`config.mk`:
```
export PLATFORM = sky130hd
export DESIGN_NAME = pbw_ctrl
export DESIGN_NICKNAME = d
export VERILOG_FILES = /design/src/verilog/pbw_pkg.sv /design/src/verilog/pbw_press_if.sv /design/src/verilog/pbw_ctrl.sv /design/src/verilog/pbw_press.sv
export SDC_FILE = /design/constraint.sdc
export NUM_CORES = 1
export LEC_CHECK = 0
export BUFFER_PORTS_ARGS = -buffer_cell sky130_fd_sc_hd__clkbuf_2
export CORE_MARGIN = 2
export CORE_UTILIZATION = 30
export CTS_CLUSTER_SIZE = 40
export DETAILED_ROUTE_END_ITERATION = 12
export PLACE_DENSITY = 0.56
export SETUP_SLACK_MARGIN = 0.4
export SYNTH_ARGS = -nofsm -noshare
export SYNTH_HDL_FRONTEND = slang
export SYNTH_SLANG_ARGS = --single-unit
export TNS_END_PERCENT = 5
```
`constraint.sdc`:
```
create_clock -name MCLK -period 2.5 [get_ports MCLK]
set_input_delay 0.125 -clock MCLK [delete_from_list [all_inputs] [get_ports MCLK]]
set_output_delay 0.125 -clock MCLK [all_outputs]
set_load 0.05 [all_outputs]
```
`src/verilog/pbw_pkg.sv`:
```
/*
  Shared constants for the power button and wake controller: clock rate,
  press timing, register map, field positions and the power state type.
  Assumes a single always-on 25 MHz clock.
*/
package pbw_pkg;
  // Clock and press timing, times in ms
  localparam int unsigned CLK_HZ     = 25_000_000;
  localparam int unsigned CYC_PER_MS = CLK_HZ / 1000;
  localparam int unsigned DEB_MS     = 20;
  localparam int unsigned SHORT_MS   = 4000;
  localparam int unsigned LONG_MS    = 6000;
  localparam int unsigned DEB_CYC    = DEB_MS * CYC_PER_MS;
  localparam int unsigned SHORT_CYC  = SHORT_MS * CYC_PER_MS;
  localparam int unsigned LONG_CYC   = LONG_MS * CYC_PER_MS;

  // Register port widths and offsets
  localparam int unsigned AW = 8;
  localparam int unsigned DW = 8;
  localparam logic [7:0] A_CTRL   = 8'h00;
  localparam logic [7:0] A_CMD    = 8'h04;
  localparam logic [7:0] A_STATUS = 8'h08;
  localparam logic [7:0] A_ISTAT  = 8'h0c;
  localparam logic [7:0] A_IEN    = 8'h10;
  localparam logic [7:0] A_ICLR   = 8'h14;

  // Control register fields
  localparam int unsigned C_TGT    = 0;
  localparam int unsigned C_DEEP   = 2;
  localparam int unsigned C_FAST   = 3;
  localparam int unsigned C_USB_FW = 4;
  localparam int unsigned C_USB_OS = 5;
  localparam logic [7:0]  CTRL_RST = 8'h01;

  // Status register fields
  localparam int unsigned S_MON  = 3;
  localparam int unsigned S_G3   = 4;
  localparam int unsigned S_BT   = 5;
  localparam int unsigned S_HELD = 6;

  // Interrupt bits
  localparam int unsigned ISW       = 3;
  localparam int unsigned I_WAKE    = 0;
  localparam int unsigned I_SLEEP   = 1;
  localparam int unsigned I_FORCE   = 2;

  // Synchroniser lanes
  localparam int unsigned W_RTC  = 0;
  localparam int unsigned W_LAN  = 1;
  localparam int unsigned W_USB  = 2;
  localparam int unsigned W_PCIE = 3;
  localparam int unsigned W_CIR  = 4;
  localparam int unsigned W_MIC  = 5;
  localparam int unsigned W_BT   = 6;
  localparam int unsigned W_BTN  = 7;

  typedef enum logic [2:0] {
    PS_S0, PS_S0IX, PS_S3, PS_S4, PS_S5
  } pbw_pst_t;
endpackage

```
`src/verilog/pbw_press_if.sv`:
```
/*
  Carrier between the controller and its press timer.
  Assumes btn is already synchronised to MCLK.
*/
`timescale 1ns/100ps
interface pbw_press_if;
  logic btn;
  logic short_p;
  logic long_p;
  logic held;
  modport ctl (output btn, input short_p, input long_p, input held);
  modport tmr (input btn, output short_p, output long_p, output held);
endinterface
```
`src/verilog/pbw_ctrl.sv`:
```
/*
  Power button and wake controller top: power state machine, wake
  source qualification, register port and interrupt.
  Assumes a free-running standby MCLK at 25 MHz; switch and wake pins asynchronous, register port synchronous to MCLK.
*/
// The placing of the registers and the strobed register port were left to the implementer.
// Functional notes
// - Short press in soft-off or sleep moves the system to working.
// - Short press while working enters the configured sleep target.
// - Press over six seconds in working or sleep forces soft-off.
// - Power switch and RTC alarm wake from every sleep state.
// - LAN wakes from S3, S4, S5, not S0iX; monitor stays off.
// - USB wakes S0iX and S3; S4/S5 gated; never after G3.
// - PCIe wake works from S0iX, S3, S4 but not S5.
// - Infrared wakes from all sleep states except deep S4/S5.
// - Bluetooth activity never wakes the system.
// - Microphone keyword wake only from S0iX.
// - USB never wakes deep S4/S5; S4 also needs the OS enable.
// - Fast-startup shutdown blocks LAN, USB, infrared wake from S5.
`timescale 1ns/100ps
module pbw_ctrl #(
  parameter int unsigned DEB_CYC   = pbw_pkg::DEB_CYC,
  parameter int unsigned SHORT_CYC = pbw_pkg::SHORT_CYC,
  parameter int unsigned LONG_CYC  = pbw_pkg::LONG_CYC
) (
  input  wire logic                   MCLK,
  input  wire logic                   RST_N,
  input  wire logic                   PWR_BTN_N,
  input  wire logic                   RTC_ALARM,
  input  wire logic                   LAN_WAKE,
  input  wire logic                   USB_WAKE,
  input  wire logic                   PCIE_WAKE_N,
  input  wire logic                   CIR_ACT,
  input  wire logic                   MIC_KWS,
  input  wire logic                   BT_ACT,
  input  wire logic [pbw_pkg::AW-1:0] ADDR,
  input  wire logic [pbw_pkg::DW-1:0] WDATA,
  input  wire logic                   WR,
  input  wire logic                   RD,
  output logic      [pbw_pkg::DW-1:0] RDATA,
  output logic      [2:0]             PWR_STATE,
  output logic                        MON_ON,
  output logic                        IRQ
);
  import pbw_pkg::*;

  typedef struct packed {
    logic [7:0]     s1;
    logic [7:0]     s2;
    pbw_pst_t       st;
    logic           mon;
    logic           g3;
    logic [7:0]     ctrl;
    logic [ISW-1:0] ist;
    logic [ISW-1:0] ien;
    logic [DW-1:0]  rdata;
    logic           irq;
  } pbw_top_t;

  localparam pbw_top_t RST_V = '{
    s1: 8'h00, s2: 8'h00, st: PS_S5, mon: 1'b0, g3: 1'b1,
    ctrl: CTRL_RST, ist: '0, ien: '0, rdata: '0, irq: 1'b0
  };

  pbw_top_t    s;
  pbw_top_t    n;
  pbw_press_if pif ();

  logic [7:0]     raw;
  logic [6:0]     wv;
  logic [1:0]     wd;
  logic           wr_cmd;
  logic           cmd_ok;
  logic           quiet;
  logic [ISW-1:0] ev;
  logic [ISW-1:0] clr;

  // Sleep target chosen by the OS power setting
  function automatic pbw_pst_t tgt_state(input logic [1:0] t);
    pbw_pst_t r;
    r = PS_S4;
    if (t == 2'h0) begin
      r = PS_S0IX;
    end else if (t == 2'h1) begin
      r = PS_S3;
    end
    return r;
  endfunction

  // Qualify wake sources for a sleep state: {wake, monitor on}
  function automatic logic [1:0] wake_dec(
    input logic [6:0] w,
    input pbw_pst_t   st,
    input logic [7:0] c,
    input logic       g3
  );
    logic deep;
    logic fast;
    logic usb_ok;
    logic wk;
    logic mon;
    deep = c[C_DEEP] && (st == PS_S4 || st == PS_S5);
    fast = c[C_FAST] && (st == PS_S5);
    wk   = 1'b0;
    mon  = 1'b0;
    usb_ok = (st == PS_S0IX) || (st == PS_S3) ||
             (st == PS_S4 && c[C_USB_FW] && c[C_USB_OS]) ||
             (st == PS_S5 && c[C_USB_FW]);
    // Alarm wakes everything but leaves the display dark
    if (w[W_RTC]) begin
      wk = 1'b1;
    end
    if (w[W_LAN] && st != PS_S0IX && !fast) begin
      wk = 1'b1;
    end
    if (w[W_USB] && usb_ok && !g3 && !deep && !fast) begin
      wk  = 1'b1;
      mon = 1'b1;
    end
    if (w[W_PCIE] && st != PS_S5) begin
      wk = 1'b1;
    end
    if (w[W_CIR] && !deep && !fast) begin
      wk  = 1'b1;
      mon = 1'b1;
    end
    if (w[W_MIC] && st == PS_S0IX) begin
      wk  = 1'b1;
      mon = 1'b1;
    end
    // Bluetooth lane is deliberately never examined here
    return {wk, mon};
  endfunction

  // Pins into the first synchroniser stage, active high
  assign raw = {~PWR_BTN_N, BT_ACT, MIC_KWS, CIR_ACT, ~PCIE_WAKE_N,
                USB_WAKE, LAN_WAKE, RTC_ALARM};
  assign wv      = s.s2[6:0];
  assign pif.btn = s.s2[W_BTN];
  assign wr_cmd  = WR && (ADDR == A_CMD);
  assign cmd_ok  = WDATA[2:0] >= 3'(PS_S0IX) && WDATA[2:0] <= 3'(PS_S5);
  assign quiet   = !pif.short_p && !pif.long_p && !wr_cmd;
  assign clr     = (WR && ADDR == A_ICLR) ? WDATA[ISW-1:0] : '0;

  pbw_press #(
    .DEB_CYC   (DEB_CYC),
    .SHORT_CYC (SHORT_CYC),
    .LONG_CYC  (LONG_CYC)
  ) u_press (
    .MCLK  (MCLK),
    .RST_N (RST_N),
    .pif   (pif)
  );

  // Next-state logic for the whole block
  always_comb begin
    n    = s;
    n.s1 = raw;
    n.s2 = s.s1;
    ev   = '0;
    wd   = wake_dec(wv, s.st, s.ctrl, s.g3);
    // Power state machine; long press outranks everything
    case (s.st)
      PS_S0: begin
        if (pif.long_p) begin
          n.st  = PS_S5;
          n.mon = 1'b0;
          ev[I_FORCE] = 1'b1;
        end else if (pif.short_p) begin
          n.st  = tgt_state(s.ctrl[C_TGT +: 2]);
          n.mon = 1'b0;
          ev[I_SLEEP] = 1'b1;
        end else if (wr_cmd && cmd_ok) begin
          n.st  = pbw_pst_t'(WDATA[2:0]);
          n.mon = 1'b0;
          ev[I_SLEEP] = 1'b1;
        end else if (wv[W_USB] || wv[W_CIR] || wv[W_MIC]) begin
          n.mon = 1'b1; // User activity relights a dark display
        end
      end
      PS_S5: begin
        // Already soft-off: a long press forces nothing, yet it still
        // outranks a wake pin seen in the same cycle
        if (pif.long_p) begin
          n.st = PS_S5;
        end else if (pif.short_p) begin
          n.st  = PS_S0;
          n.mon = 1'b1;
          ev[I_WAKE] = 1'b1;
        end else if (wd[1]) begin
          n.st  = PS_S0;
          n.mon = wd[0];
          ev[I_WAKE] = 1'b1;
        end
      end
      default: begin
        if (pif.long_p) begin
          n.st  = PS_S5;
          n.mon = 1'b0;
          ev[I_FORCE] = 1'b1;
        end else if (pif.short_p) begin
          n.st  = PS_S0;
          n.mon = 1'b1;
          ev[I_WAKE] = 1'b1;
        end else if (wd[1]) begin
          n.st  = PS_S0;
          n.mon = wd[0];
          ev[I_WAKE] = 1'b1;
        end
      end
    endcase
    // Reaching working ends the after-mains-loss period
    if (n.st == PS_S0) begin
      n.g3 = 1'b0;
    end
    // Register writes; control is read by the state logic and read back at A_CTRL
    if (WR) begin
      if (ADDR == A_CTRL) begin
        n.ctrl = WDATA;
      end else if (ADDR == A_IEN) begin
        n.ien = WDATA[ISW-1:0];
      end
    end
    // Sticky status: a new event beats a clear in the same cycle
    n.ist = (s.ist & ~clr) | ev;
    n.irq = |(n.ist & n.ien);
    // Read data valid only in the cycle after the strobe
    n.rdata = '0;
    if (RD) begin
      if (ADDR == A_CTRL) begin
        n.rdata = s.ctrl;
      end else if (ADDR == A_STATUS) begin
        n.rdata = {1'b0, pif.held, wv[W_BT], s.g3, s.mon, 3'(s.st)};
      end else if (ADDR == A_ISTAT) begin
        n.rdata = DW'(s.ist);
      end else if (ADDR == A_IEN) begin
        n.rdata = DW'(s.ien);
      end
    end
  end

  always_ff @(posedge MCLK or negedge RST_N) begin
    if (!RST_N) begin
      s <= RST_V;
    end else begin
      s <= n;
    end
  end

  // Outputs straight from the state register
  assign RDATA     = s.rdata;
  assign PWR_STATE = 3'(s.st);
  assign MON_ON    = s.mon;
  assign IRQ       = s.irq;

  a_short_wake: assert property (@(posedge MCLK) disable iff (!RST_N)
    (s.st != PS_S0 && pif.short_p && !pif.long_p)
      |=> (s.st == PS_S0) && s.mon)
    else $error("short press did not wake the system");
  a_short_sleep: assert property (@(posedge MCLK) disable iff (!RST_N)
    (s.st == PS_S0 && pif.short_p && !pif.long_p)
      |=> s.st == tgt_state($past(s.ctrl[1:0])))
    else $error("short press did not enter the sleep target");
  a_long_off: assert property (@(posedge MCLK) disable iff (!RST_N)
    pif.long_p |=> (s.st == PS_S5) && !s.mon)
    else $error("long press did not force soft-off");
  a_rtc_dark: assert property (@(posedge MCLK) disable iff (!RST_N)
    (s.st != PS_S0 && quiet && wv == 7'h01) |=> (s.st == PS_S0) && !s.mon)
    else $error("alarm wake wrong");
  a_lan_s0ix: assert property (@(posedge MCLK) disable iff (!RST_N)
    (s.st == PS_S0IX && quiet && wv == 7'h02) |=> s.st == PS_S0IX)
    else $error("network wake honoured from S0iX");
  a_usb_g3: assert property (@(posedge MCLK) disable iff (!RST_N)
    (s.g3 && s.st == PS_S5 && quiet && wv == 7'h04) |=> s.st == PS_S5)
    else $error("USB wake honoured after mains loss");
  a_pcie_s5: assert property (@(posedge MCLK) disable iff (!RST_N)
    (s.st == PS_S5 && quiet && wv == 7'h08) |=> s.st == PS_S5)
    else $error("PCIe wake honoured from S5");
  a_cir_deep: assert property (@(posedge MCLK) disable iff (!RST_N)
    (s.ctrl[C_DEEP] && (s.st == PS_S4 || s.st == PS_S5) && quiet &&
     wv == 7'h10) |=> $stable(s.st))
    else $error("infrared wake honoured from deep sleep");
  a_bt_never: assert property (@(posedge MCLK) disable iff (!RST_N)
    (s.st != PS_S0 && quiet && wv == 7'h40) |=> $stable(s.st))
    else $error("Bluetooth woke the system");
  a_mic_s0ix: assert property (@(posedge MCLK) disable iff (!RST_N)
    (s.st != PS_S0 && s.st != PS_S0IX && quiet && wv == 7'h20)
      |=> $stable(s.st))
    else $error("microphone wake outside S0iX");
  a_usb_s4_os: assert property (@(posedge MCLK) disable iff (!RST_N)
    (s.st == PS_S4 && !s.ctrl[C_USB_OS] && quiet && wv == 7'h04)
      |=> s.st == PS_S4)
    else $error("USB S4 wake without OS enable");
  a_fast_block: assert property (@(posedge MCLK) disable iff (!RST_N)
    (s.ctrl[C_FAST] && s.st == PS_S5 && quiet && wv != 7'h00 &&
     (wv & 7'h69) == 7'h00) |=> s.st == PS_S5)
    else $error("fast-startup S5 woke on LAN, USB or infrared");

  // Event-bit, working-hold, mains-loss and lone-source checks; pins arrive here already two flops deep
  a_force_event: assert property (@(posedge MCLK) disable iff (!RST_N)
    (pif.long_p && s.st != PS_S5) |=> s.ist[I_FORCE])
    else $error("forced soft-off left no status bit");
  a_wake_event: assert property (@(posedge MCLK) disable iff (!RST_N)
    (s.st != PS_S0 && pif.short_p && !pif.long_p) |=> s.ist[I_WAKE])
    else $error("short press wake left no status bit");
  a_sleep_event: assert property (@(posedge MCLK) disable iff (!RST_N)
    (s.st == PS_S0 && pif.short_p && !pif.long_p)
      |=> s.ist[I_SLEEP] && !s.mon)
    else $error("sleep entry left status or monitor wrong");
  a_work_hold: assert property (@(posedge MCLK) disable iff (!RST_N)
    (s.st == PS_S0 && quiet) |=> s.st == PS_S0)
    else $error("working state left without a press or command");
  a_lan_s3: assert property (@(posedge MCLK) disable iff (!RST_N)
    (s.st == PS_S3 && quiet && wv == 7'h02) |=> s.st == PS_S0)
    else $error("network wake refused from S3");
  a_lan_dark: assert property (@(posedge MCLK) disable iff (!RST_N)
    (s.st != PS_S0 && quiet && wv == 7'h02) |=> !s.mon)
    else $error("network wake lit the monitor");
  a_usb_s0ix: assert property (@(posedge MCLK) disable iff (!RST_N)
    (s.st == PS_S0IX && quiet && wv == 7'h04) |=> (s.st == PS_S0) && s.mon)
    else $error("USB wake refused from S0iX");
  a_usb_s5_fw: assert property (@(posedge MCLK) disable iff (!RST_N)
    (s.st == PS_S5 && !s.ctrl[C_USB_FW] && quiet && wv == 7'h04)
      |=> s.st == PS_S5)
    else $error("USB wake from S5 without firmware enable");
  a_pcie_s4: assert property (@(posedge MCLK) disable iff (!RST_N)
    (s.st == PS_S4 && quiet && wv == 7'h08) |=> s.st == PS_S0)
    else $error("PCIe wake refused from S4");
  a_pcie_s0ix: assert property (@(posedge MCLK) disable iff (!RST_N)
    (s.st == PS_S0IX && quiet && wv == 7'h08) |=> (s.st == PS_S0) && !s.mon)
    else $error("PCIe wake from S0iX wrong");
  a_pcie_dark: assert property (@(posedge MCLK) disable iff (!RST_N)
    (s.st != PS_S0 && quiet && wv == 7'h08) |=> !s.mon)
    else $error("PCIe wake lit the monitor");
  a_cir_s0ix: assert property (@(posedge MCLK) disable iff (!RST_N)
    (s.st == PS_S0IX && quiet && wv == 7'h10) |=> (s.st == PS_S0) && s.mon)
    else $error("infrared wake refused from S0iX");
  a_mic_wake: assert property (@(posedge MCLK) disable iff (!RST_N)
    (s.st == PS_S0IX && quiet && wv == 7'h20) |=> (s.st == PS_S0) && s.mon)
    else $error("keyword wake refused from S0iX");
  a_usb_deep: assert property (@(posedge MCLK) disable iff (!RST_N)
    (s.ctrl[C_DEEP] && (s.st == PS_S4 || s.st == PS_S5) && quiet &&
     wv == 7'h04) |=> $stable(s.st))
    else $error("USB wake honoured from deep sleep");
  a_g3_clear: assert property (@(posedge MCLK) disable iff (!RST_N)
    s.st == PS_S0 |-> !s.g3)
    else $error("mains-loss flag still set while working");
endmodule

```
`src/verilog/pbw_press.sv`:
```
/*
  Power switch debouncer and press-duration timer.
  Assumes btn is synchronised, high while the switch is pressed.
*/
`timescale 1ns/100ps
module pbw_press #(
  parameter int unsigned DEB_CYC   = pbw_pkg::DEB_CYC,
  parameter int unsigned SHORT_CYC = pbw_pkg::SHORT_CYC,
  parameter int unsigned LONG_CYC  = pbw_pkg::LONG_CYC
) (
  input wire logic     MCLK,
  input wire logic     RST_N,
  pbw_press_if.tmr     pif
);
  import pbw_pkg::*;
  localparam int unsigned CW = $clog2(LONG_CYC + 1);
  localparam int unsigned DWD = $clog2(DEB_CYC + 1);
  localparam logic [CW-1:0]  SHORT_V = CW'(SHORT_CYC);
  localparam logic [CW-1:0]  LONG_V  = CW'(LONG_CYC);
  localparam logic [DWD-1:0] DEB_V   = DWD'(DEB_CYC);

  typedef struct packed {
    logic           d;
    logic [DWD-1:0] dcnt;
    logic [CW-1:0]  cnt;
    logic           lng;
    logic           sp;
    logic           lp;
  } pbw_prs_t;

  pbw_prs_t s;
  pbw_prs_t n;

  // Debounce, then time the debounced press
  always_comb begin
    n    = s;
    n.sp = 1'b0;
    n.lp = 1'b0;
    if (pif.btn != s.d) begin
      n.dcnt = s.dcnt + 1'b1;
      if (s.dcnt == DEB_V - 1'b1) begin
        n.d    = pif.btn;
        n.dcnt = '0;
      end
    end else begin
      n.dcnt = '0;
    end
    if (s.d) begin
      if (s.cnt != LONG_V) begin
        n.cnt = s.cnt + 1'b1;
      end
      if (s.cnt == LONG_V && !s.lng) begin
        n.lp  = 1'b1;
        n.lng = 1'b1;
      end
      if (!n.d) begin
        // Release: only under four seconds counts as a short press
        n.sp  = (s.cnt < SHORT_V);
        n.cnt = '0;
        n.lng = 1'b0;
      end
    end
  end

  always_ff @(posedge MCLK or negedge RST_N) begin
    if (!RST_N) begin
      s <= '0;
    end else begin
      s <= n;
    end
  end

  assign pif.short_p = s.sp;
  assign pif.long_p  = s.lp;
  assign pif.held    = s.d;

  a_short_limit: assert property (@(posedge MCLK) disable iff (!RST_N)
    s.sp |-> $past(s.cnt) < SHORT_V)
    else $error("short press reported after the short limit");
  a_long_exact: assert property (@(posedge MCLK) disable iff (!RST_N)
    s.lp |-> ($past(s.cnt) == LONG_V) && $past(s.d))
    else $error("long press reported at the wrong count");
endmodule

```
==> key figures, run 1 <==
Outcome
  • Status: finished, final reports clean

Synth
  • #FFs+latches synth: 95
  • Cell count after synthesis: 438
  • Post-synthesis cell type count: 57
  • Cell Area, Synth: 4520 um2
  • Syn Nets: 469
  • Syn. warnings: 0
  • Syn avg cell area: 10.3 um2
  • Sequential fraction of the synthesis area: 0.527
  • Post-synth ARST share: 1.00
  • Synth Flop Type: dfrtp_1
  • Post-synth EDFFs: 0

Floorplan
  • Die area: 16000 um2
  • # IOs: 41
  • Chip Width: 127 um
  • Row Count: 44
  • Die Y-Extent: 127 um
  • Core ar.: 14600 um2
  • Initial Util: 0.308

Clocking
  • Worst-case clock buffer depth: 2
  • Clock Pin Slew Worst Setup and Hold Paths: 0.07 ns
  • CTS buffer count: 9
  • Clock Latency Late Sink: 0.35 ns
  • CTS tree: done
  • Sink Count: 95
  • CTS root buf: clkbuf_16
  • H-tree depth: 3

Route
  • Routed vias/inst: 4.94
  • Drt total wl: 9800 um
  • Vias: 3335
  • DRC violations left: 0
  • WL/cell: 14.5 um
  • Final ANT Viol Nets: 0
  • DR pass1 iterations: 4
  • DRT iter0 DRCs: 161

Timing
  • RSZ-0062 raised after global routing: true
  • Final-report max-slew violation count: 0
  • Clock skew: 0.00821 ns
  • Final Hold Vio Count: 0
  • Achievable frequency: 483 MHz
  • Crit path time final: 2.07 ns
  • Final setup viols: 0
  • Rel. slew slack: 0.548
  • Post-route setup TNS: 0 ns
  • Worst Max-Slew Pin Slew: 0.678 ns
  • Period utilization: 0.828

Worst setup path
  • Worst setup EP type: flip-flop
  • Critical path class: reg -> reg
  • Worst EP required: 2.77 ns
  • CP Max Fanout: 8
  • Slowest-stage cell, CP: dfrtp_2
  • Slowest stage delay, CP: 0.46 ns
  • Critical path, cell by cell: a21boi_1 -> a211o_1 -> a21oi_1 -> o221a_2 -> nor2_2 -> a311o_1 -> o31a_1
  • WP data arrival: 2.34 ns
  • Critical path launch point type: flip-flop

Final layout
  • Antenna cells: 0
  • Synth-to-Final Area Change: 18.5%
  • Final net count: 517
  • Filler cells: 1475
  • Share of cells above drive strength 1: 0.200

Power and ir drop
  • Pleak: 2.46 nW
  • Final Power: 3.17 mW
  • Peak VDD IR: 362 uV
  • Pwr Density: 592 nW/um2

GRT
  • Largest net degree at the start of global routing: 44
  • Grt ovf: 0
  • Initial antenna violation count: 0
  • First-pass GRT wire length: 16400 um
  • GRT Util Overall: 0.129
  • Vias in the first global route: 3384

Job
  • Number of max-cap violations: 0

Place
  • Number of I/O port buffers: 40
  • RD Place Congestion: 0.823
  • DPL Wire Length: 6790 um

Min path
  • HP Class: in -> reg
layer usage:
metal / part of all wire / vias up / global-route usage
li1: - / 1612 / -
met1: 0.47 / 1638 / 0.165
met2: 0.46 / 64 / 0.203
met3: 0.043 / 21 / 0.0426
met4: 0.024 / 0 / 0.0491
met5: 0 / - / 0
sequential cells by signal (all words and copies together), names as in the netlist, 3 cells and up:
| signal | flops |
|---|---|
| PWR_STATE | 3 |
| RDATA | 8 |
| n | 8 |
| s | 22 |
| u_press.s | 48 |
worst paths after layout:
check	start	to	depth (start not counted)	slack, ns
setup reg to reg	PWR_STATE[0]	s[23]	7	0.43
hold / removal	WDATA[6]	s[21]	2	0.02
hold reg to reg	n[34]	s[34]	0	0.35
min in group asynchronous	RST_N	RDATA[7]	2	0.29
max in group asynchronous	RST_N	PWR_STATE[2]	3	1.51
setup / recovery	PWR_STATE[0]	s[23]	7	0.43
worst max-delay path, delay by kind of cell (launching register included):
kind             cells  cell delay (ns)
flip-flops           1             0.46
AND/OR/NAND/NOR      1             0.06
AO/OA/AOI/OAI        6             1.48
layout by cell type (no fill, tap or decap), types with 13 or more instances in the layout:
master / netlist / layout
nand3_1: 28 / 28
and3_1: 13 / 13
dfrtp_1: 92 / 89
nor2_1: 63 / 63
clkbuf_2: 0 / 39
nand2_1: 28 / 28
xor2_1: 34 / 34
nand4_1: 14 / 14
synthesized netlist by cell type (2+ instances only):
| cell | n | area [um2] |
|---|---|---|
| dfstp_2 | 3 | 78.8 |
| nand2b_1 | 8 | 50.1 |
| nand2_1 | 28 | 105 |
| inv_1 | 11 | 41.3 |
| nand4_1 | 14 | 87.6 |
| mux2_2 | 11 | 124 |
| a31oi_1 | 2 | 12.5 |
| clkbuf_1 | 8 | 30.0 |
| buf_4 | 11 | 82.6 |
| or3_1 | 3 | 18.8 |
| xor2_1 | 34 | 298 |
| a32o_1 | 4 | 40.0 |
| a22o_1 | 5 | 43.8 |
| nand3_1 | 28 | 140 |
| buf_6 | 2 | 22.5 |
| nor3_1 | 11 | 55.1 |
| nor2b_1 | 4 | 25.0 |
| nor2_2 | 2 | 12.5 |
| xnor2_1 | 7 | 61.3 |
| o21ai_0 | 12 | 60.1 |
| ha_1 | 3 | 37.5 |
| a21oi_1 | 9 | 45.0 |
| a21boi_0 | 3 | 22.5 |
| dfrtp_1 | 92 | 2300 |
| a311o_1 | 2 | 20.0 |
| and2_1 | 8 | 50.1 |
| nor4_1 | 4 | 25.0 |
| nand4b_1 | 2 | 17.5 |
| and3_1 | 13 | 81.3 |
| nor2_1 | 63 | 236 |
| and4_1 | 5 | 43.8 |
metrics by stage:
stage	hold WS, ns	std cells	util	setup WS (ns)	instance area, um2
after floorplan	-0.171	438	-	0.480	4520
after global placement	0.124	646	0.332	0.355	4860
after detailed placement	0.132	646	0.332	0.325	4860
after CTS	0.00762	671	0.360	0.331	5270
after global routing	0.0109	675	0.365	0.295	5350
final	0.0175	675	0.365	0.431	5350
cell type report:
| type | count | area (um2) | area share |
|---|---|---|---|
| sequential | 95 | 2380 | 0.446 |
| timing repair buffer | 60 | 392 | 0.0732 |
| clock buffer | 10 | 229 | 0.0428 |
| clock inverter | 6 | 85.1 | 0.0159 |
| inverter | 11 | 41.3 | 0.00772 |
| tap | 184 | 230 | 0.0430 |
| multi-input combinational | 309 | 1990 | 0.372 |
cells by family (layout without fill, tap and decap cells):
family | count (synthesis) | count (layout) | share of synthesized area
AND/OR/NAND/NOR | 202 | 202 | 0.231
flip-flops | 95 | 95 | 0.527
AO/OA/AOI/OAI | 52 | 52 | 0.0831
XOR/XNOR | 41 | 41 | 0.0795
buffers and inverters | 34 | 87 | 0.0432
multiplexers | 11 | 11 | 0.0274
adder cells (fa/ha/maj) | 3 | 3 | 0.00831
what timing repair did:
action	4_1_cts	5_1_grt
endpoints found under the setup margin	13	19
hold buffers	9	0
setup buffers	0	4
hold endpoints to repair	41	0
pin swaps	0	3
gates resized for setup	2	12
report_power, final:
part	total (mW)	internal (mW)	switching, mW
registers	1.59	1.57	0.0221
clock network	1.45	0.873	0.579
logic	0.129	0.0541	0.0745
Note: power is estimated with default switching activity, not from simulation.
==> run 2: changes to the inputs <==
PLACE_DENSITY = 0.58   (was 0.56)
clock period = 1.9 ns   (was 2.5 ns; I/O delays follow)
==> run 2 against run 1 <==
The flow now finishes with violations (setup timing). Critical path type unchanged. Register-to-register slack got worse by 0.44 ns. Critical path depth fell by 1. Sequential share of layout area fell by 5.2 points. Combinational power rose by 65%. Utilization rose by 4.8 points. Worst setup slack got worse by 0.44 ns. Global-route usage rose by 0.85 points. Fmax rose by 8.6%. Clock-buffer cell count did not move.
==> key figures, run 2 (synthesized netlist as in run 1, its figures left out) <==
Min path
  • Hold depth: 2 (unchanged)
  • Min-Delay Endpoint: s[19] (was s[21])
  • Hold_sp: WDATA[4] (was WDATA[6])
  • HP Class: in -> reg (unchanged)

Job
  • Number of max-cap violations: 0 (unchanged)

GRT
  • Vias in the first global route: 3632 (was 3384)
  • First-pass GRT wire length: 17500 um (was 16400 um)
  • Initial antenna violation count: 0 (unchanged)
  • Largest net degree at the start of global routing: 51 (was 44)
  • GRT Util Overall: 0.137 (was 0.129)
  • Grt ovf: 0 (unchanged)

Worst setup path
  • Slowest stage delay, CP: 0.59 ns (was 0.46 ns)
  • Worst setup EP type: flip-flop (unchanged)
  • Slowest-stage cell, CP: dfstp_2 (was dfrtp_2)
  • WP depth: 6 (was 7)
  • Worst EP required: 2.13 ns (was 2.77 ns)
  • Critical path, cell by cell: or4b_4 -> a21oi_4 -> nand2_1 -> nor3_2 -> o31ai_2 -> a21o_1 (was a21boi_1 -> a211o_1 -> a21oi_1 -> o221a_2 -> nor2_2 -> a311o_1 -> o31a_1)
  • Worst r2r path cells: 6 (was 7)
  • Delay-heaviest family, CP: simple AND/OR/NAND/NOR gates (was compound AO/OA/AOI/OAI gates)
  • WP data arrival: 2.14 ns (was 2.34 ns)
  • RR Endpoint: IRQ (was s[23])
  • Critical path launch point type: flip-flop (unchanged)
  • Critical path class: reg -> reg (unchanged)
  • R2R setup slack: -0.005 ns (was 0.43 ns)
  • CP Max Fanout: 4 (was 8)
  • CP Buf/Inv Count: 0 (unchanged)
  • Worst r2r src: PWR_STATE[2] (was PWR_STATE[0])

Final layout
  • Antenna cells: 0 (unchanged)
  • Filler cells: 1433 (was 1475)
  • Leading cell type in the layout, fill and taps excluded: dfrtp_1 (unchanged)
  • Share of cells above drive strength 1: 0.364 (was 0.200)
  • Final net count: 565 (was 517)
  • Most frequent cells in the layout: dfrtp_1 (91), nor2_1 (45), buf_4 (44) (was dfrtp_1 (89), nor2_1 (63), clkbuf_2 (39))
  • Largest register FFs: 48 (unchanged)
  • Reg with most FFs: u_press.s (unchanged)
  • Synth-to-Final Area Change: 34.1% (was 18.5%)
  • Largest registers: u_press.s: 48 flops, s: 22 flops (unchanged)
  • Util after Layout: 0.414 (was 0.365)

Place
  • DPL Wire Length: 7300 um (was 6790 um)
  • Placement Setup Slack: -0.0175 ns (was 0.325 ns)
  • RD Place Congestion: 0.851 (was 0.823)
  • Number of I/O port buffers: 40 (unchanged)

Clocking
  • Worst-case clock buffer depth: 2 (unchanged)
  • CTS root buf: clkbuf_16 (unchanged)
  • CTS tree: done (unchanged)
  • Sink Count: 95 (unchanged)
  • Clock Latency Late Sink: 0.34 ns (was 0.35 ns)
  • CTS buffer count: 9 (unchanged)
  • Clock Pin Slew Worst Setup and Hold Paths: 0.07 ns (about the same)
  • H-tree depth: 3 (unchanged)

Route
  • DR pass1 iterations: 4 (unchanged)
  • WL/cell: 14.4 um (was 14.5 um)
  • Vias: 3554 (was 3335)
  • Final ANT Viol Nets: 0 (unchanged)
  • Drt total wl: 10400 um (was 9800 um)
  • DRT iter0 DRCs: 146 (was 161)
  • Routed vias/inst: 4.92 (was 4.94)
  • DRC violations left: 0 (unchanged)

Power and ir drop
  • Clk pwr share: 0.422 (was 0.458)
  • Switching share of power: 0.233 (was 0.213)
  • Cell internal pwr: 3.05 mW (was 2.49 mW)
  • Pleak: 2.74 nW (was 2.46 nW)
  • Pwr Density: 656 nW/um2 (was 592 nW/um2)
  • Peak VDD IR: 437 uV (was 362 uV)
  • NetSw: 0.927 mW (was 0.675 mW)
  • Combinational power share: 0.054 (was 0.041)
  • Flop pwr share: 0.524 (was 0.501)

Outcome
  • Failing checks: setup timing
  • Status: complete, but fails checks (was finished, final reports clean)

Timing
  • Worst setup margin: -0.00513 ns (was 0.431 ns)
  • Final-report max-slew violation count: 0 (unchanged)
  • Period utilization: 1.00 (was 0.828)
  • Worst Max-Slew Pin Slew: 0.450 ns (was 0.678 ns)
  • Rel. slew slack: 0.697 (was 0.548)
  • RSZ-0062 raised after global routing: true (unchanged)
  • Final Hold Vio Count: 0 (unchanged)
  • Clock skew: 0.00579 ns (was 0.00821 ns)
  • Crit path time final: 1.91 ns (was 2.07 ns)
  • Final setup viols: 1 (was 0)
  • Post-route setup TNS: -0.00513 ns (was 0 ns)
  • Achievable frequency: 525 MHz (was 483 MHz)

Floorplan
  • Chip Width: 127 um (unchanged)
  • Core ar.: 14600 um2 (unchanged)
  • Initial Util: 0.308 (unchanged)
  • # IOs: 41 (unchanged)
  • Row Count: 44 (unchanged)
  • Die area: 16000 um2 (unchanged)
  • Die Y-Extent: 127 um (unchanged)
[run 2: cell count changes in the layout (fill, tap and decap cells not counted), moves of 5 or more]
cell     change
nor3_1       -5
nand3_2      +5
nor2_4      +13
nor2_2       +5
nor2_1      -18
buf_6        +7
nand3_1      -6
buf_4       +34
[run 2: cell type report]
type / count / area, um2 / share of cell area
clock inverter: 6 / 46.3 / 0.00764
multi-input combinational: 309 / 2300 / 0.380
sequential: 95 / 2380 / 0.393
tap: 184 / 230 / 0.0380
inverter: 11 / 41.3 / 0.00682
clock buffer: 10 / 229 / 0.0378
timing repair buffer: 108 / 826 / 0.136
[run 2: how the worst max path moves through the flow]
stage                        startpoint             to  slack, ns
after floorplan           u_press.s[31]  u_press.s[16]       0.01
after global placement     PWR_STATE[2]            IRQ      0.004
after detailed placement  u_press.s[13]  u_press.s[18]      -0.02
after CTS                  PWR_STATE[0]          s[23]      -0.03
after global routing      u_press.s[27]  u_press.s[18]      -0.11
final                      PWR_STATE[2]            IRQ     -0.005
[run 2: power by group through the flow]
stage	logic, mW	clock network, mW	registers (mW)
after detailed placement	0.176	0	2.12
after global placement	0.172	0	2.12
after global routing	0.239	1.83	2.09
after CTS	0.214	1.75	2.08
after floorplan	0.0553	0	2.12
final	0.213	1.68	2.08
[run 2: metal layers]
metal / wire [um] / share of wire / GRT usage
met5: 0 / 0 / 0
met4: 165 / 0.016 / 0.0452
met3: 418 / 0.040 / 0.0388
met2: 5240 / 0.50 / 0.230
met1: 4600 / 0.44 / 0.172
[run 2: what timing repair did]
action / CTS / global route
endpoints found under the setup margin: 56 / 57
pin swaps: 39 / 29
buffers inserted: 2 / 5
resized for setup: 60 / 30
hold endpoints to repair: 74 / 1
hold buffers: 12 / 1
[run 2: stage by stage]
stage                     power, mW  cell area [um2]  instances  hold WS, ns
after CTS                      4.04             5890        717      0.00423
final                          3.97             6060        723       0.0145
after global placement         2.29             5240        687      -0.0249
after global routing           4.16             6060        723      0.00816
after floorplan                2.17             4560        438       -0.201
after detailed placement       2.30             5240        687      -0.0194
==> run 3: changes to the inputs <==
RECOVER_POWER = 50   (was default)
==> run 3 against run 2 <==
The flow still finishes with violations (setup timing). Highest routed layer unchanged. Critical path depth unchanged. Clock power is essentially flat. Total power shrank 0.18%.
==> key figures, run 3 (synthesized netlist as in run 1, its figures left out) <==
Route
  • WL/cell: 14.4 um (about the same)
  • Drt total wl: 10400 um (about the same)
  • Final ANT Viol Nets: 0 (unchanged)
  • DRT iter0 DRCs: 149 (was 146)
  • Routed vias/inst: 4.94 (was 4.92)
  • DR pass1 iterations: 4 (unchanged)
  • DRC violations left: 0 (unchanged)
  • Vias: 3574 (was 3554)

Floorplan
  • Core ar.: 14600 um2 (unchanged)
  • Initial Util: 0.308 (unchanged)
  • Die Y-Extent: 127 um (unchanged)
  • # IOs: 41 (unchanged)
  • Chip Width: 127 um (unchanged)
  • Row Count: 44 (unchanged)
  • Die area: 16000 um2 (unchanged)

Final layout
  • Largest registers: u_press.s: 48 flops, s: 22 flops (unchanged)
  • Non-Filler Instances: 723 (unchanged)
  • Antenna cells: 0 (unchanged)
  • Reg with most FFs: u_press.s (unchanged)
  • Largest register FFs: 48 (unchanged)
  • Most frequent cells in the layout: dfrtp_1 (91), nor2_1 (45), buf_4 (42) (was dfrtp_1 (91), nor2_1 (45), buf_4 (44))
  • Share of cells above drive strength 1: 0.360 (was 0.364)
  • Final net count: 565 (unchanged)
  • Cell area after layout: 6040 um2 (was 6060 um2)
  • Synth-to-Final Area Change: 33.7% (was 34.1%)
  • Leading cell type in the layout, fill and taps excluded: dfrtp_1 (unchanged)

Worst setup path
  • R2R setup slack: -0.005 ns (about the same)
  • Critical path, cell by cell: or4b_4 -> a21oi_4 -> nand2_1 -> nor3_2 -> o31ai_2 -> a21o_1 (unchanged)
  • Slowest stage delay, CP: 0.59 ns (about the same)
  • Worst EP required: 2.13 ns (about the same)
  • WP data arrival: 2.14 ns (about the same)
  • CP Max Fanout: 4 (unchanged)
  • Worst setup EP type: flip-flop (unchanged)
  • Critical path class: reg -> reg (unchanged)
  • Critical path launch point type: flip-flop (unchanged)
  • Slowest-stage cell, CP: dfstp_2 (unchanged)
  • Delay-heaviest family, CP: simple AND/OR/NAND/NOR gates (unchanged)
  • CP Buf/Inv Count: 0 (unchanged)

Min path
  • HP Class: in -> reg (unchanged)

Place
  • Number of I/O port buffers: 40 (unchanged)
  • DPL Wire Length: 7300 um (unchanged)
  • Placement Cell Area: 5240 um2 (unchanged)
  • Placement Setup Slack: -0.0175 ns (unchanged)
  • RD Place Congestion: 0.851 (unchanged)
  • Placed insts: 687 (unchanged)

Power and ir drop
  • Flop pwr share: 0.525 (was 0.524)
  • Peak VDD IR: 434 uV (was 437 uV)
  • Clk pwr share: 0.423 (was 0.422)
  • Switching share of power: 0.233 (about the same)
  • Pleak: 2.73 nW (was 2.74 nW)
  • Final Power: 3.97 mW (about the same)
  • Cell internal pwr: 3.04 mW (was 3.05 mW)
  • NetSw: 0.924 mW (was 0.927 mW)
  • Combinational power share: 0.052 (was 0.054)
  • Pwr Density: 657 nW/um2 (was 656 nW/um2)

Clocking
  • Worst-case clock buffer depth: 2 (unchanged)
  • Clock Pin Slew Worst Setup and Hold Paths: 0.07 ns (about the same)
  • CTS tree: done (unchanged)
  • Clock Latency Late Sink: 0.35 ns (was 0.34 ns)
  • CTS buffer count: 9 (unchanged)
  • Sink Count: 95 (unchanged)
  • H-tree depth: 3 (unchanged)
  • CTS root buf: clkbuf_16 (unchanged)

Outcome
  • Failing checks: setup timing (unchanged)
  • Status: complete, but fails checks (unchanged)

Timing
  • Worst Max-Slew Pin Slew: 0.910 ns (was 0.450 ns)
  • RSZ-0062 raised after global routing: true (unchanged)
  • Final Hold Vio Count: 0 (unchanged)
  • Crit path time final: 1.91 ns (about the same)
  • Rel. slew slack: 0.393 (was 0.697)
  • Achievable frequency: 525 MHz (about the same)
  • Final setup viols: 1 (unchanged)
  • Clock skew: 0.00610 ns (was 0.00579 ns)
  • Period utilization: 1.00 (about the same)
  • Final-report max-slew violation count: 0 (unchanged)
  • Worst setup margin: -0.00515 ns (was -0.00513 ns)

GRT
  • Initial antenna violation count: 0 (unchanged)
  • Grt ovf: 0 (unchanged)
  • First-pass GRT wire length: 17500 um (unchanged)
  • Vias in the first global route: 3632 (unchanged)
  • GRT Util Overall: 0.137 (unchanged)
  • Largest net degree at the start of global routing: 51 (unchanged)

Job
  • Number of max-cap violations: 0 (unchanged)
[run 3: changes by cell type in the layout (fill, tap and decap cells not counted)]
cell | before | now
buf_12 | 4 | 3
clkbuf_1 | 1 | 3
clkbuf_4 | 0 | 2
clkbuf_2 | 39 | 38
buf_4 | 44 | 42
[run 3: path summary, 6_finish.rpt]
| path | end | startpoint | cells after the start |
|---|---|---|---|
| worst max-delay path | IRQ | PWR_STATE[2] | 6 |
| worst min-delay path | s[19] | WDATA[4] | 2 |
| worst max register to register | IRQ | PWR_STATE[2] | 6 |
| worst min register to register | s[32] | n[32] | 0 |
| max in group asynchronous | s[28] | RST_N | 3 |
| min in group asynchronous | RDATA[0] | RST_N | 2 |
[run 3: power by group through the flow]
| stage | sequential [mW] | combinational [mW] | clock [mW] |
|---|---|---|---|
| floorplan | 2.12 | 0.0553 | 0 |
| global placement | 2.12 | 0.172 | 0 |
| detailed placement | 2.12 | 0.176 | 0 |
| CTS | 2.08 | 0.214 | 1.75 |
| global route | 2.09 | 0.234 | 1.83 |
| finish | 2.08 | 0.208 | 1.68 |
[run 3: cell type report]
| class | count | area [um2] |
|---|---|---|
| clock inverter | 6 | 46.3 |
| clock buffer | 10 | 229 |
| timing repair buffer | 108 | 808 |
| inverter | 11 | 41.3 |
| fill | 1437 | 8610 |
| tap | 184 | 230 |
| multi-input combinational | 309 | 2300 |
| sequential | 95 | 2380 |
[run 3: per-stage QoR]
| step | setup TNS (ns) | util | hold WS, ns |
|---|---|---|---|
| 6_report | -0.00515 | 0.412 | 0.0155 |
| 5_1_grt | -4.76 | 0.412 | 0.00816 |
| 3_5_place_dp | -0.0726 | 0.358 | -0.0194 |
| 3_3_place_gp | 0 | 0.358 | -0.0249 |
| 2_1_floorplan | 0 | - | -0.201 |
| 4_1_cts | -0.0475 | 0.402 | 0.00423 |
[run 3: what timing repair did]
item                                    in CTS  in global routing
hold buffers                                12                  1
pin swaps                                   39                 29
endpoints found under the hold margin       74                  1
resized for setup                           60                 30
buffers inserted                             2                  5
endpoints found under the setup margin      56                 57
[run 3: layer usage]
layer,share of wire,global-route usage,vias up,wire length [um]
met2,0.50,0.230,76,5230
met5,0,0,-,0
met3,0.046,0.0388,12,477
met4,0.016,0.0452,0,165
met1,0.44,0.172,1771,4550
li1,-,-,1715,-
